<file path="config.mk">
export PLATFORM = sky130hd
export DESIGN_NAME = dual_timer_event_counter
export DESIGN_NICKNAME = d
export VERILOG_FILES = /design/src/hw/timer_pkg.sv /design/src/hw/counter_channel.sv /design/src/hw/dual_timer_event_counter.sv
export VERILOG_INCLUDE_DIRS = /design/src /design/src/hw
export SDC_FILE = /design/constraint.sdc
export NUM_CORES = 1
export LEC_CHECK = 0
export ABC_AREA = 0
export ABC_CLOCK_PERIOD_IN_PS = 2900
export BUFFER_PORTS_ARGS = -buffer_cell sky130_fd_sc_hd__buf_4
export CORE_MARGIN = 2
export CORE_UTILIZATION = 39
export DETAILED_ROUTE_END_ITERATION = 8
export PLACE_DENSITY_LB_ADDON = 0.08
export SYNTH_ARGS = -nofsm -noshare
export SYNTH_HDL_FRONTEND = slang
export SYNTH_SLANG_ARGS = --single-unit
export TNS_END_PERCENT = 50
</file>
<file path="constraint.sdc">
create_clock -name I_CLOCK -period 2.9 [get_ports I_CLOCK]
set_input_delay 0.29 -clock I_CLOCK [delete_from_list [all_inputs] [get_ports I_CLOCK]]
set_output_delay 0.29 -clock I_CLOCK [all_outputs]
set_load 0.02 [all_outputs]
</file>
<file path="src/hw/timer_map.svh">
// register addresses, control field positions, reset values and counts for the dual timer
// assumes inclusion by bare name from every design file that needs a constant
`ifndef TIMER_MAP_SVH
`define TIMER_MAP_SVH

`define ADDR_CNT0_VALUE 8'h0D
`define ADDR_CNT0_CTRL 8'h0E
`define ADDR_CNT1_VALUE 8'h10
`define ADDR_CNT1_CTRL 8'h11

`define CTRL_EDGE_BIT 3
`define CTRL_RUN_BIT 4
`define CTRL_SRC_BIT 5
`define CTRL_MODE_LSB 6
`define CTRL_MODE_MSB 7
`define CTRL_WMASK 8'hF8
`define CTRL_LOW_ZERO 3'h0
`define CTRL_RESET 8'h08

`define CNT_RESET 8'h00
`define CNT_MAX 8'hFF
`define CNT_STEP 8'h01
`define ZERO_BYTE 8'h00

`define DIV4_RESET 2'h0
`define DIV4_STEP 2'h1
`define DIV4_LAST 2'h3

`define OPT1_FROM_OVF0 2'h0
`define OPT1_FROM_SYS 2'h1
`define OPT1_FROM_TIMEBASE 2'h2

`endif

</file>
<file path="src/hw/timer_pkg.sv">
// types shared by the dual timer/event counter and its counter channel
// assumes timer_map.svh for all numeric constants used in logic
package timer_pkg;

  typedef enum logic [1:0] {
    MODE_UNUSED = 2'h0,
    MODE_EVENT = 2'h1,
    MODE_TIMER = 2'h2,
    MODE_PULSE = 2'h3
  } mode_e;

  typedef enum logic [2:0] {
    PW_IDLE = 3'h1,
    PW_ARMED = 3'h2,
    PW_MEAS = 3'h4
  } pw_state_e;

  typedef logic [7:0] byte_t;

endpackage

</file>
<file path="src/hw/counter_channel.sv">
// one 8-bit counter channel: live counter, preload, control register, pulse-width sequencer
// assumes strobes and ticks on i_clk and a pin level already synchronised by the caller
`timescale 1ns/10ps
`include "timer_map.svh"
module counter_channel (
  input wire logic i_clk, // core clock
  input wire logic i_rst_n, // async reset, active low
  input wire timer_pkg::byte_t i_wdata, // cpu write data
  input wire logic i_wr_value, // write strobe, data location
  input wire logic i_wr_ctrl, // write strobe, control location
  input wire logic i_rd_value, // read strobe, data location
  input wire logic i_tick_int, // internal source tick
  input wire logic i_pin, // synchronised pin level
  input wire logic i_pin_prev, // pin level one cycle earlier
  output timer_pkg::mode_e o_mode, // decoded mode
  output timer_pkg::byte_t o_count, // live count
  output timer_pkg::byte_t o_preload, // preload value
  output timer_pkg::byte_t o_ctrl, // control register
  output logic o_ovf // overflow pulse
);
  import timer_pkg::*;

  function automatic logic pick_edge(input logic sel, input logic rise, input logic fall);
    pick_edge = sel ? fall : rise;
  endfunction

  byte_t cnt_ff;
  byte_t nxt_cnt;
  byte_t pre_ff;
  byte_t ctrl_ff;
  byte_t nxt_ctrl;
  pw_state_e pw_ff;
  pw_state_e nxt_pw;
  logic pw_done;
  logic tick;

  wire run = ctrl_ff[`CTRL_RUN_BIT];
  wire edge_sel = ctrl_ff[`CTRL_EDGE_BIT];
  wire mode_e mode = mode_e'(ctrl_ff[`CTRL_MODE_MSB:`CTRL_MODE_LSB]);
  wire rise = i_pin & ~i_pin_prev;
  wire fall = ~i_pin & i_pin_prev;
  wire act_edge = pick_edge(edge_sel, rise, fall);
  wire back_edge = pick_edge(edge_sel, fall, rise);
  wire pulse_on = run && (mode == MODE_PULSE);
  // the read strobe freezes the count so the cpu never sees a half-updated value
  wire inc = run && tick && !i_rd_value;
  wire ovf = inc && (cnt_ff == `CNT_MAX);

  //////////////////////////////////////////////////////////////////////////////
  // pulse-width sequencer: arm, wait for the active edge, count until it returns
  always_comb begin
    nxt_pw = pw_ff;
    pw_done = 1'b0;
    unique case (pw_ff)
      PW_IDLE: begin
        if (pulse_on) nxt_pw = PW_ARMED;
      end
      PW_ARMED: begin
        if (!pulse_on) nxt_pw = PW_IDLE;
        else if (act_edge) nxt_pw = PW_MEAS;
      end
      PW_MEAS: begin
        if (!pulse_on) begin
          nxt_pw = PW_IDLE;
        end else if (back_edge) begin
          nxt_pw = PW_IDLE;
          pw_done = 1'b1;
        end
      end
    endcase
  end

  always_comb begin
    unique case (mode)
      MODE_EVENT: tick = act_edge;
      MODE_TIMER: tick = i_tick_int;
      MODE_PULSE: tick = i_tick_int && (pw_ff == PW_MEAS) && !back_edge;
      MODE_UNUSED: tick = 1'b0;
    endcase
  end

  //////////////////////////////////////////////////////////////////////////////
  // counter, preload and control updates
  always_comb begin
    nxt_cnt = cnt_ff;
    if (i_wr_value && !run) nxt_cnt = i_wdata;
    else if (ovf) nxt_cnt = pre_ff;
    else if (inc) nxt_cnt = byte_t'(cnt_ff + `CNT_STEP);
  end

  // a software write beats the automatic clear, so re-arming is never lost
  always_comb begin
    nxt_ctrl = ctrl_ff;
    if (i_wr_ctrl) nxt_ctrl = i_wdata & `CTRL_WMASK;
    else if (pw_done) nxt_ctrl[`CTRL_RUN_BIT] = 1'b0;
  end

  always_ff @(posedge i_clk or negedge i_rst_n) begin
    if (!i_rst_n) begin
      cnt_ff <= `CNT_RESET;
      pre_ff <= `CNT_RESET;
      ctrl_ff <= `CTRL_RESET;
      pw_ff <= PW_IDLE;
    end else begin
      cnt_ff <= nxt_cnt;
      if (i_wr_value) pre_ff <= i_wdata;
      ctrl_ff <= nxt_ctrl;
      pw_ff <= nxt_pw;
    end
  end

  assign o_mode = mode;
  assign o_count = cnt_ff;
  assign o_preload = pre_ff;
  assign o_ctrl = ctrl_ff;
  assign o_ovf = ovf;

endmodule // counter_channel

</file>
<file path="src/hw/dual_timer_event_counter.sv">
// top of the two 8-bit timer/event counters with overflow flags and divider output
// assumes cpu data-memory strobes and rtc/time-base tick pulses on I_CLOCK; pins are asynchronous
`timescale 1ns/10ps
`include "timer_map.svh"
module dual_timer_event_counter #(
  parameter logic CNT0_SYS_DIV4 = 1'b1, // factory option: counter 0 uses sys/4
  parameter logic [1:0] CNT1_OPT_SRC = `OPT1_FROM_OVF0, // factory option source
  parameter logic PFD_FROM_CNT1 = 1'b0 // factory option: divider follows counter 1
) (
  input wire logic I_CLOCK, // 200 MHz core clock
  input wire logic I_RST_N, // async reset, active low
  input wire logic [7:0] I_ADDR, // data memory address
  input wire timer_pkg::byte_t I_WDATA, // write data
  input wire logic I_WR, // write strobe
  input wire logic I_RD, // read strobe
  output timer_pkg::byte_t O_RDATA, // read data
  output logic O_RDATA_VALID, // read data valid pulse
  input wire logic I_RTC_TICK, // rtc time-out pulse
  input wire logic I_TIMEBASE_TICK, // time-base time-out pulse
  input wire logic I_CNT0_PIN, // counter 0 external pin
  input wire logic I_CNT1_PIN, // counter 1 external pin
  input wire logic I_FLAG0_CLR, // clear counter0_overflow_flag
  input wire logic I_FLAG1_CLR, // clear counter1_overflow_flag
  input wire logic I_INT_EN0, // counter0_interrupt_enable
  input wire logic I_INT_EN1, // counter1_interrupt_enable
  input wire logic I_PORT_A_BIT3_DATA, // port_a_bit3 data latch
  output logic O_OVF_FLAG0, // counter0_overflow_flag
  output logic O_OVF_FLAG1, // counter1_overflow_flag
  output logic O_IRQ0, // counter 0 interrupt request
  output logic O_IRQ1, // counter 1 interrupt request
  output logic O_WAKE, // wake-up pulse
  output logic O_FREQ_DIV, // frequency_divider_output
  output logic O_PORT_A_BIT3 // port_a_bit3 pad level
);
  import timer_pkg::*;

  //////////////////////////////////////////////////////////////////////////////
  // pin synchronisers and the sys/4 tick
  logic [1:0] pin_s1_ff;
  logic [1:0] pin_s2_ff;
  logic [1:0] pin_prev_ff;
  logic [1:0] div_ff;

  always_ff @(posedge I_CLOCK or negedge I_RST_N) begin
    if (!I_RST_N) begin
      pin_s1_ff <= 2'h0;
      pin_s2_ff <= 2'h0;
      pin_prev_ff <= 2'h0;
      div_ff <= `DIV4_RESET;
    end else begin
      pin_s1_ff <= {I_CNT1_PIN, I_CNT0_PIN};
      pin_s2_ff <= pin_s1_ff;
      pin_prev_ff <= pin_s2_ff;
      div_ff <= 2'(div_ff + `DIV4_STEP);
    end
  end

  wire div4_tick = (div_ff == `DIV4_LAST);

  //////////////////////////////////////////////////////////////////////////////
  // address decode
  wire hit_v0 = (I_ADDR == `ADDR_CNT0_VALUE);
  wire hit_c0 = (I_ADDR == `ADDR_CNT0_CTRL);
  wire hit_v1 = (I_ADDR == `ADDR_CNT1_VALUE);
  wire hit_c1 = (I_ADDR == `ADDR_CNT1_CTRL);
  wire wr_v0 = I_WR & hit_v0;
  wire wr_c0 = I_WR & hit_c0;
  wire wr_v1 = I_WR & hit_v1;
  wire wr_c1 = I_WR & hit_c1;
  wire rd_v0 = I_RD & hit_v0;
  wire rd_v1 = I_RD & hit_v1;

  //////////////////////////////////////////////////////////////////////////////
  // channels and clock source selection
  byte_t cnt0;
  byte_t cnt1;
  byte_t pre0;
  byte_t pre1;
  byte_t ctrl0;
  byte_t ctrl1;
  mode_e mode0;
  mode_e mode1;
  logic ovf0;
  logic ovf1;

  wire sys0_tick = CNT0_SYS_DIV4 ? div4_tick : 1'b1;
  wire tick0_int = ctrl0[`CTRL_SRC_BIT] ? sys0_tick : I_RTC_TICK;
  // counter 1 chained on counter 0 sees the overflow in the same cycle, keeping cascades exact
  wire opt1_tick = (CNT1_OPT_SRC == `OPT1_FROM_OVF0) ? ovf0 :
                   (CNT1_OPT_SRC == `OPT1_FROM_SYS) ? 1'b1 : I_TIMEBASE_TICK;
  wire tick1_int = ctrl1[`CTRL_SRC_BIT] ? div4_tick : opt1_tick;

  counter_channel u_ch0 (
    .i_clk(I_CLOCK),
    .i_rst_n(I_RST_N),
    .i_wdata(I_WDATA),
    .i_wr_value(wr_v0),
    .i_wr_ctrl(wr_c0),
    .i_rd_value(rd_v0),
    .i_tick_int(tick0_int),
    .i_pin(pin_s2_ff[0]),
    .i_pin_prev(pin_prev_ff[0]),
    .o_mode(mode0),
    .o_count(cnt0),
    .o_preload(pre0),
    .o_ctrl(ctrl0),
    .o_ovf(ovf0)
  );

  counter_channel u_ch1 (
    .i_clk(I_CLOCK),
    .i_rst_n(I_RST_N),
    .i_wdata(I_WDATA),
    .i_wr_value(wr_v1),
    .i_wr_ctrl(wr_c1),
    .i_rd_value(rd_v1),
    .i_tick_int(tick1_int),
    .i_pin(pin_s2_ff[1]),
    .i_pin_prev(pin_prev_ff[1]),
    .o_mode(mode1),
    .o_count(cnt1),
    .o_preload(pre1),
    .o_ctrl(ctrl1),
    .o_ovf(ovf1)
  );

  //////////////////////////////////////////////////////////////////////////////
  // read path, flags, wake-up and divider output
  wire byte_t rd_mux = hit_v0 ? cnt0 :
                       hit_c0 ? ctrl0 :
                       hit_v1 ? cnt1 :
                       hit_c1 ? ctrl1 : `ZERO_BYTE;
  wire pfd_ovf = PFD_FROM_CNT1 ? ovf1 : ovf0;

  byte_t rdata_ff;
  logic rvalid_ff;
  logic [1:0] flag_ff;
  logic [1:0] nxt_flag;
  logic wake_ff;
  logic pfd_ff;
  logic nxt_pfd;
  logic port_ff;

  // an overflow in the same cycle as a clear keeps the flag set
  assign nxt_flag = (flag_ff & ~{I_FLAG1_CLR, I_FLAG0_CLR}) | {ovf1, ovf0};
  assign nxt_pfd = pfd_ff ^ pfd_ovf;

  always_ff @(posedge I_CLOCK or negedge I_RST_N) begin
    if (!I_RST_N) begin
      rdata_ff <= `ZERO_BYTE;
      rvalid_ff <= 1'b0;
      flag_ff <= 2'h0;
      wake_ff <= 1'b0;
      pfd_ff <= 1'b0;
      port_ff <= 1'b0;
    end else begin
      if (I_RD) rdata_ff <= rd_mux;
      rvalid_ff <= I_RD;
      flag_ff <= nxt_flag;
      wake_ff <= ovf0 | ovf1;
      pfd_ff <= nxt_pfd;
      port_ff <= ~I_PORT_A_BIT3_DATA & nxt_pfd;
    end
  end

  assign O_RDATA = rdata_ff;
  assign O_RDATA_VALID = rvalid_ff;
  assign O_OVF_FLAG0 = flag_ff[0];
  assign O_OVF_FLAG1 = flag_ff[1];
  assign O_IRQ0 = flag_ff[0] & I_INT_EN0;
  assign O_IRQ1 = flag_ff[1] & I_INT_EN1;
  assign O_WAKE = wake_ff;
  assign O_FREQ_DIV = pfd_ff;
  assign O_PORT_A_BIT3 = port_ff;

  wire run0 = ctrl0[`CTRL_RUN_BIT];
  wire run1 = ctrl1[`CTRL_RUN_BIT];
  wire any_ovf = ovf0 | ovf1;
  wire cascade1 = (CNT1_OPT_SRC == `OPT1_FROM_OVF0) && !ctrl1[`CTRL_SRC_BIT];
endmodule // dual_timer_event_counter

</file>
== After elaboration in Yosys (flattened, before gate mapping) ==
Cells that the tools add are included.

* Equal/unequal tests: 25
* $add $sub $neg: 3
* Reductions and logical operators: 28
* Mux-type cells: 40
* Bitwise logic cells: 23

{| class="wikitable"
|+ Operator list
! cell !! number
|-
| $mux 8 || 10
|-
| $mux 3 || 10
|-
| $pmux 3 s3 || 2
|-
| $add 8x1->8 const B || 2
|-
| $eq 8x4->1 const B || 2
|-
| $eq 8x5->1 const B || 2
|-
| $eq 8x8->1 const B || 2
|-
| $mux 1 || 16
|-
| $logic_and 1x1->1 || 14
|-
| $and 1x1->1 || 13
|-
| $ne 3x2->1 const B || 4
|-
| $eq 2x2->1 const B || 5
|-
| $pmux 1 s4 || 2
|-
| $eq 3x1->1 const B || 2
|-
| $eq 3x2->1 const B || 2
|-
| $eq 3x3->1 const B || 2
|-
| $logic_not 1->1 || 6
|-
| $reduce_and 3->1 || 2
|-
| $reduce_bool 3->1 || 2
|-
| $not 1->1 || 5
|-
| $eq 2x1->1 const B || 2
|-
| $logic_not 2->1 || 2
|-
| $ne 2x1->1 const B || 2
|-
| $reduce_bool 2->1 || 2
|-
| other kinds (6) || 6
|}

* Flip-flop bits (word level): 70
* Word-level logic and storage cells: 139
* Input bits: 29
* Output and inout port bits: 16

== Longest topological paths before layout ==
* Depth after elaboration: 18
* Gate-level depth with buffers: 8
* Gate-level depth less buffers: 7

== By module ==
A second synthesis with hierarchy kept.

* Cells, all modules: 386
* Area total of the unflattened synthesis: 4011.3 um^2

{| class="wikitable"
|+ Modules (own cells, without submodules)
! module !! cells each !! sequential area each (um^2) !! instances !! area an instance (um^2)
|-
| counter_channel || 131 || 603.1 || 2 || 1392.6
|-
| dual_timer_event_counter || 124 || 550.5 || 1 || 1226.2
|}

== Worst setup path before layout ==
OpenSTA, ideal clock, no wires.

* Path type: register -> register
* Start: register u_ch0.pw_ff[1]
* End: register u_ch1.cnt_ff[1], in the netlist u_ch1.o_count[1]
* Setup slack: 894 ps
* Library setup time: 126 ps
* Path buffers: 0
* Stages on the path, launching flop included: 7
* Clock period less this slack: 2006 ps
* Arrival: 1880 ps
* Required time: 2774 ps
* Path through: dfrtp_1 > or3b_1 > a32oi_2 > nand4_4 > o311ai_4 > a21oi_2 > a221o_1

* Cells in the longest elaborated chain, start to end: 16
* Elaborated cells between the ends (all ways): 17
* Classes of those cells: eq/ne: 1; mux: 5; reduce/logical: 11

{| class="wikitable"
|+ RTL lines
! element !! line !! source
|-
| start, declared || counter_channel.sv:32 || <nowiki>pw_state_e pw_ff;</nowiki>
|-
| start signal, assigned || counter_channel.sv:108 || <nowiki>pw_ff <= nxt_pw;</nowiki>
|-
| $eq 3x3->1 * || counter_channel.sv:77 || <nowiki>MODE_PULSE: tick = i_tick_int && (pw_ff == PW_MEAS) && !back_edge;</nowiki>
|-
| $logic_and 1x1->1 * (2 in a row) || counter_channel.sv:77 ||
|-
| $pmux 1 s4 * || counter_channel.sv:74 || <nowiki>unique case (mode)</nowiki>
|-
| $logic_and 1x1->1 * (2 in a row) || counter_channel.sv:46 || <nowiki>wire inc = run && tick && !i_rd_value;</nowiki>
|-
| $logic_and 1x1->1 * || counter_channel.sv:47 || <nowiki>wire ovf = inc && (cnt_ff == `CNT_MAX);</nowiki>
|-
| $mux 1 * || dual_timer_event_counter.sv:91 || <nowiki>wire tick1_int = ctrl1[`CTRL_SRC_BIT] ? div4_tick : opt1_tick;</nowiki>
|-
| $logic_and 1x1->1 (2 in a row) || counter_channel.sv:77 ||
|-
| $pmux 1 s4 * || counter_channel.sv:74 ||
|-
| $logic_and 1x1->1 * (2 in a row) || counter_channel.sv:46 ||
|-
| $logic_and 1x1->1 || counter_channel.sv:47 ||
|-
| $mux 8 || counter_channel.sv:87 || <nowiki>else if (ovf) nxt_cnt = pre_ff;</nowiki>
|-
| $mux 8 || counter_channel.sv:86 || <nowiki>if (i_wr_value && !run) nxt_cnt = i_wdata;</nowiki>
|-
| end signal, assigned || counter_channel.sv:100 || <nowiki>cnt_ff <= `CNT_RESET;</nowiki>
|-
| end signal, assigned || counter_channel.sv:105 || <nowiki>cnt_ff <= nxt_cnt;</nowiki>
|-
| end, declared || counter_channel.sv:27 || <nowiki>byte_t cnt_ff;</nowiki>
|}

Every way passes the cells marked *; elsewhere a longest branch is shown, timed or not.
A chain may end at the register's enable or synchronous reset.

== Worst setup path in the final report ==
* Start: register u_ch0.pw_ff[1]
* End: register u_ch1.cnt_ff[4], in the netlist u_ch1.o_count[4]

The elaborated chain is that of the path after synthesis.

==> out/qor.yml <==
outcome:
  status: "completed"
grt:
  grtUsageMet1: 0.2889
  grt_max_degree: 71
  use_met2: 0.2944
  gr-usage-all-layers: 0.1956
  grt_pass1_vias: 2762
  grt-ovfl-total: 0
  grt_use_met3: 0.02913
  busiest_layer: "met2"
  grt_pass1_wl_um: 15120
  antenna_found_initial: 0
critical_path:
  cp_slowest_cell: "dfrtp_1"
  cp_data_arrival_time_ps: 2490
  setup.worst_path.start_class: "flop"
  cp-end-kind: "flop"
  slowest_delay_ps: 420
  crit_chain: "or3b_1 > a32oi_2 > nand4_4 > o311ai_4 > a21oi_2 > a221o_1"
  worstPathRequired_ps: 3130
  criticalPathCategory: "reg2reg"
  critPathLaunch: "u_ch0.pw_ff[1]"
  r2r_start: "u_ch0.pw_ff[1]"
  path_delay_family: "compound AO/OA/AOI/OAI gates"
  crit_path_max_fanout: 6
  cp.buffers_inverters: 0
cells_and_area:
  layout.nets: 428
  layout_common_cells: "66 x dfrtp_1, 51 x buf_4, 40 x nand2_1"
  utilization: 0.4682
  drive_above_1_share: 0.2594
  num_antenna_cells: 0
  mostFrequentLayoutCell: "dfrtp_1"
  area_delta_synth_final_pct: 17.66
synth:
  synth_cell_types: 61
  ys_warn_count: 0
  async_reset_ff_frac: 1.000
  yosysSeqAreaShare: 0.4823
  synth-edff-count: 0
  synth-seq-cells: 70
  syn_nets: 381
  synth_cells: 349
  ys.flop_type: "dfrtp_1"
  synth_area_um2: 3642
  syn_avg_cell_area_um2: 10.44
drt:
  viasPerCell: 5.604
  dr.pass1.iters: 4
  wl_per_cell_um: 18.12
  routed_wl_um: 9276
  drt_iter0_drc: 178
  drc: 0
  final_antenna_net_count: 0
  num_vias: 2869
die:
  fp.coreArea_um2: 9153
  start_util: 0.3979
  dieArea_um2: 10130
  io_pins: 45
  num_rows: 35
  die_y_um: 100.6
  die_w_um: 100.6
timing:
  fmax_mhz: 443.5
  relSlewSlack: 0.3935
  setup_viol: 0
  drv_slew: 0
  worst_pin_slew_ps: 909.8
  setup_ws_ps: 645.1
  worst_clock_skew_ps: 11.48
  min_period_over_period: 0.7776
  finalSetupTns_ps: 0
  hold_violations: 0
  timing.final.crit_period_ps: 2255
  rsz0062_at_grt: "false"
clocking:
  cts.path.max_buffers: 2
  cts_buffers: 9
  htree_num_levels: 3
  cts_tree: "built"
  cts-resized-gates: 0
  clock-root-buffer: "clkbuf_8"
  clk_latency_ps: 350
  clkTransAtPathRegs_ps: 80
  post_cts_buffers: 0
  ctsHoldBuffers: 0
  clock_sinks: 70
placed_design:
  dpl.hpwl_um: 6419
  gp_congestion: 0.8137
  port_buffers: 43
  place_ws_ps: 644.9
power:
  totalPowerFinal_w: 0.002194
  ir_drop_v: 0.0001602
  cellLeakagePower_nw: 1.839
  powerDensity_nw_per_um2: 512.0
min_path:
  hold_path_class: "in2async"
run:
  drv_cap: 0
[final cells by class]
type | instances | area, um^2
Inverter | 10 | 37.54
Multi-Input combinational cell | 254 | 1784
Tap cell | 111 | 138.9
Clock inverter | 4 | 30.03
Sequential cell | 70 | 1757
Timing Repair Buffer | 51 | 382.9
Fill cell | 885 | 4867
Clock buffer | 12 | 155.1
[path summary, 6_finish.rpt]
kind | slack, ps | end | depth (start not counted)
min in group I_CLOCK | 40 | pin_s1_ff[0] | 1
worst max-delay path | 650 | u_ch1.o_count[4] | 6
worst max register to register | 650 | u_ch1.o_count[4] | 6
worst min-delay path | 30 | u_ch0.pw_ff[1] | 1
max in group asynchronous | 2240 | u_ch1.pw_ff[2] | 1
worst min register to register | 350 | pin_s2_ff[1] | 0
[cell usage after synthesis (3+ instances only)]
library cell / n / area, um^2
o2bb2ai_1: 3 / 26.28
nor2_1: 26 / 97.59
a41oi_1: 5 / 43.79
nor4b_1: 3 / 26.28
a22oi_1: 10 / 75.07
and2_1: 7 / 43.79
and4_1: 3 / 26.28
clkbuf_1: 9 / 33.78
nand3_1: 13 / 65.06
o211ai_1: 4 / 30.03
a21oi_1: 13 / 65.06
xnor2_1: 4 / 35.03
nor3b_1: 3 / 22.52
a221o_1: 10 / 100.1
mux2_2: 24 / 270.3
dfstp_2: 4 / 105.1
ha_1: 3 / 37.54
dfrtp_1: 66 / 1652
a211oi_1: 6 / 45.04
inv_1: 10 / 37.54
nand2b_1: 3 / 18.77
and4b_1: 3 / 30.03
nor2b_1: 5 / 31.28
nand2_1: 40 / 150.1
o21ai_0: 15 / 75.07
buf_2: 5 / 25.02
nand3b_1: 4 / 30.03
a31oi_1: 4 / 25.02
[power by group]
group | switching [W] | internal, W | leakage [nW]
clock network | 0.000395 | 0.000361 | 0.0930
registers | 0.000104 | 0.00106 | 0.914
logic | 0.000133 | 0.000136 | 0.832
[through the flow]
stage | instances | area (um^2) | hold slack, ps
after floorplan | 349 | 3642 | -5.591
after global placement | 496 | 4100 | 331.1
after detailed placement | 496 | 4100 | 334.7
after CTS | 512 | 4285 | 31.15
after global routing | 512 | 4285 | 24.37
final | 512 | 4285 | 31.47
[layer usage]
metal | share of wire | up-vias
met5 | 0 | -
met4 | 0.011 | 0
met3 | 0.040 | 8
met2 | 0.45 | 66
met1 | 0.50 | 1387
li1 | - | 1408
[state kept, by name, summed over array words and instances (netlist names), 2 cells and up]
register,flops
O_RDATA,8
u_ch0.o_count,8
u_ch0.o_preload,8
u_ch1.o_count,8
u_ch1.o_preload,8
u_ch0.o_ctrl,5
u_ch1.o_ctrl,5
u_ch0.pw_ff,3
u_ch1.pw_ff,3
div_ff,2
flag_ff,2
pin_prev_ff,2
pin_s1_ff,2
pin_s2_ff,2
[cells by family (layout without fill, tap and decap cells)]
| group | Yosys count | in the layout | share of synthesized area |
|---|---|---|---|
| multiplexers | 26 | 26 | 0.07970 |
| buffers and inverters | 25 | 77 | 0.02782 |
| adder cells (fa/ha/maj) | 3 | 3 | 0.01031 |
| flip-flops | 70 | 70 | 0.4823 |
| AO/OA/AOI/OAI | 90 | 90 | 0.1886 |
| AND/OR/NAND/NOR | 129 | 129 | 0.1968 |
| XOR/XNOR | 6 | 6 | 0.01443 |
No activity file was read; power rests on OpenSTA's default activity.
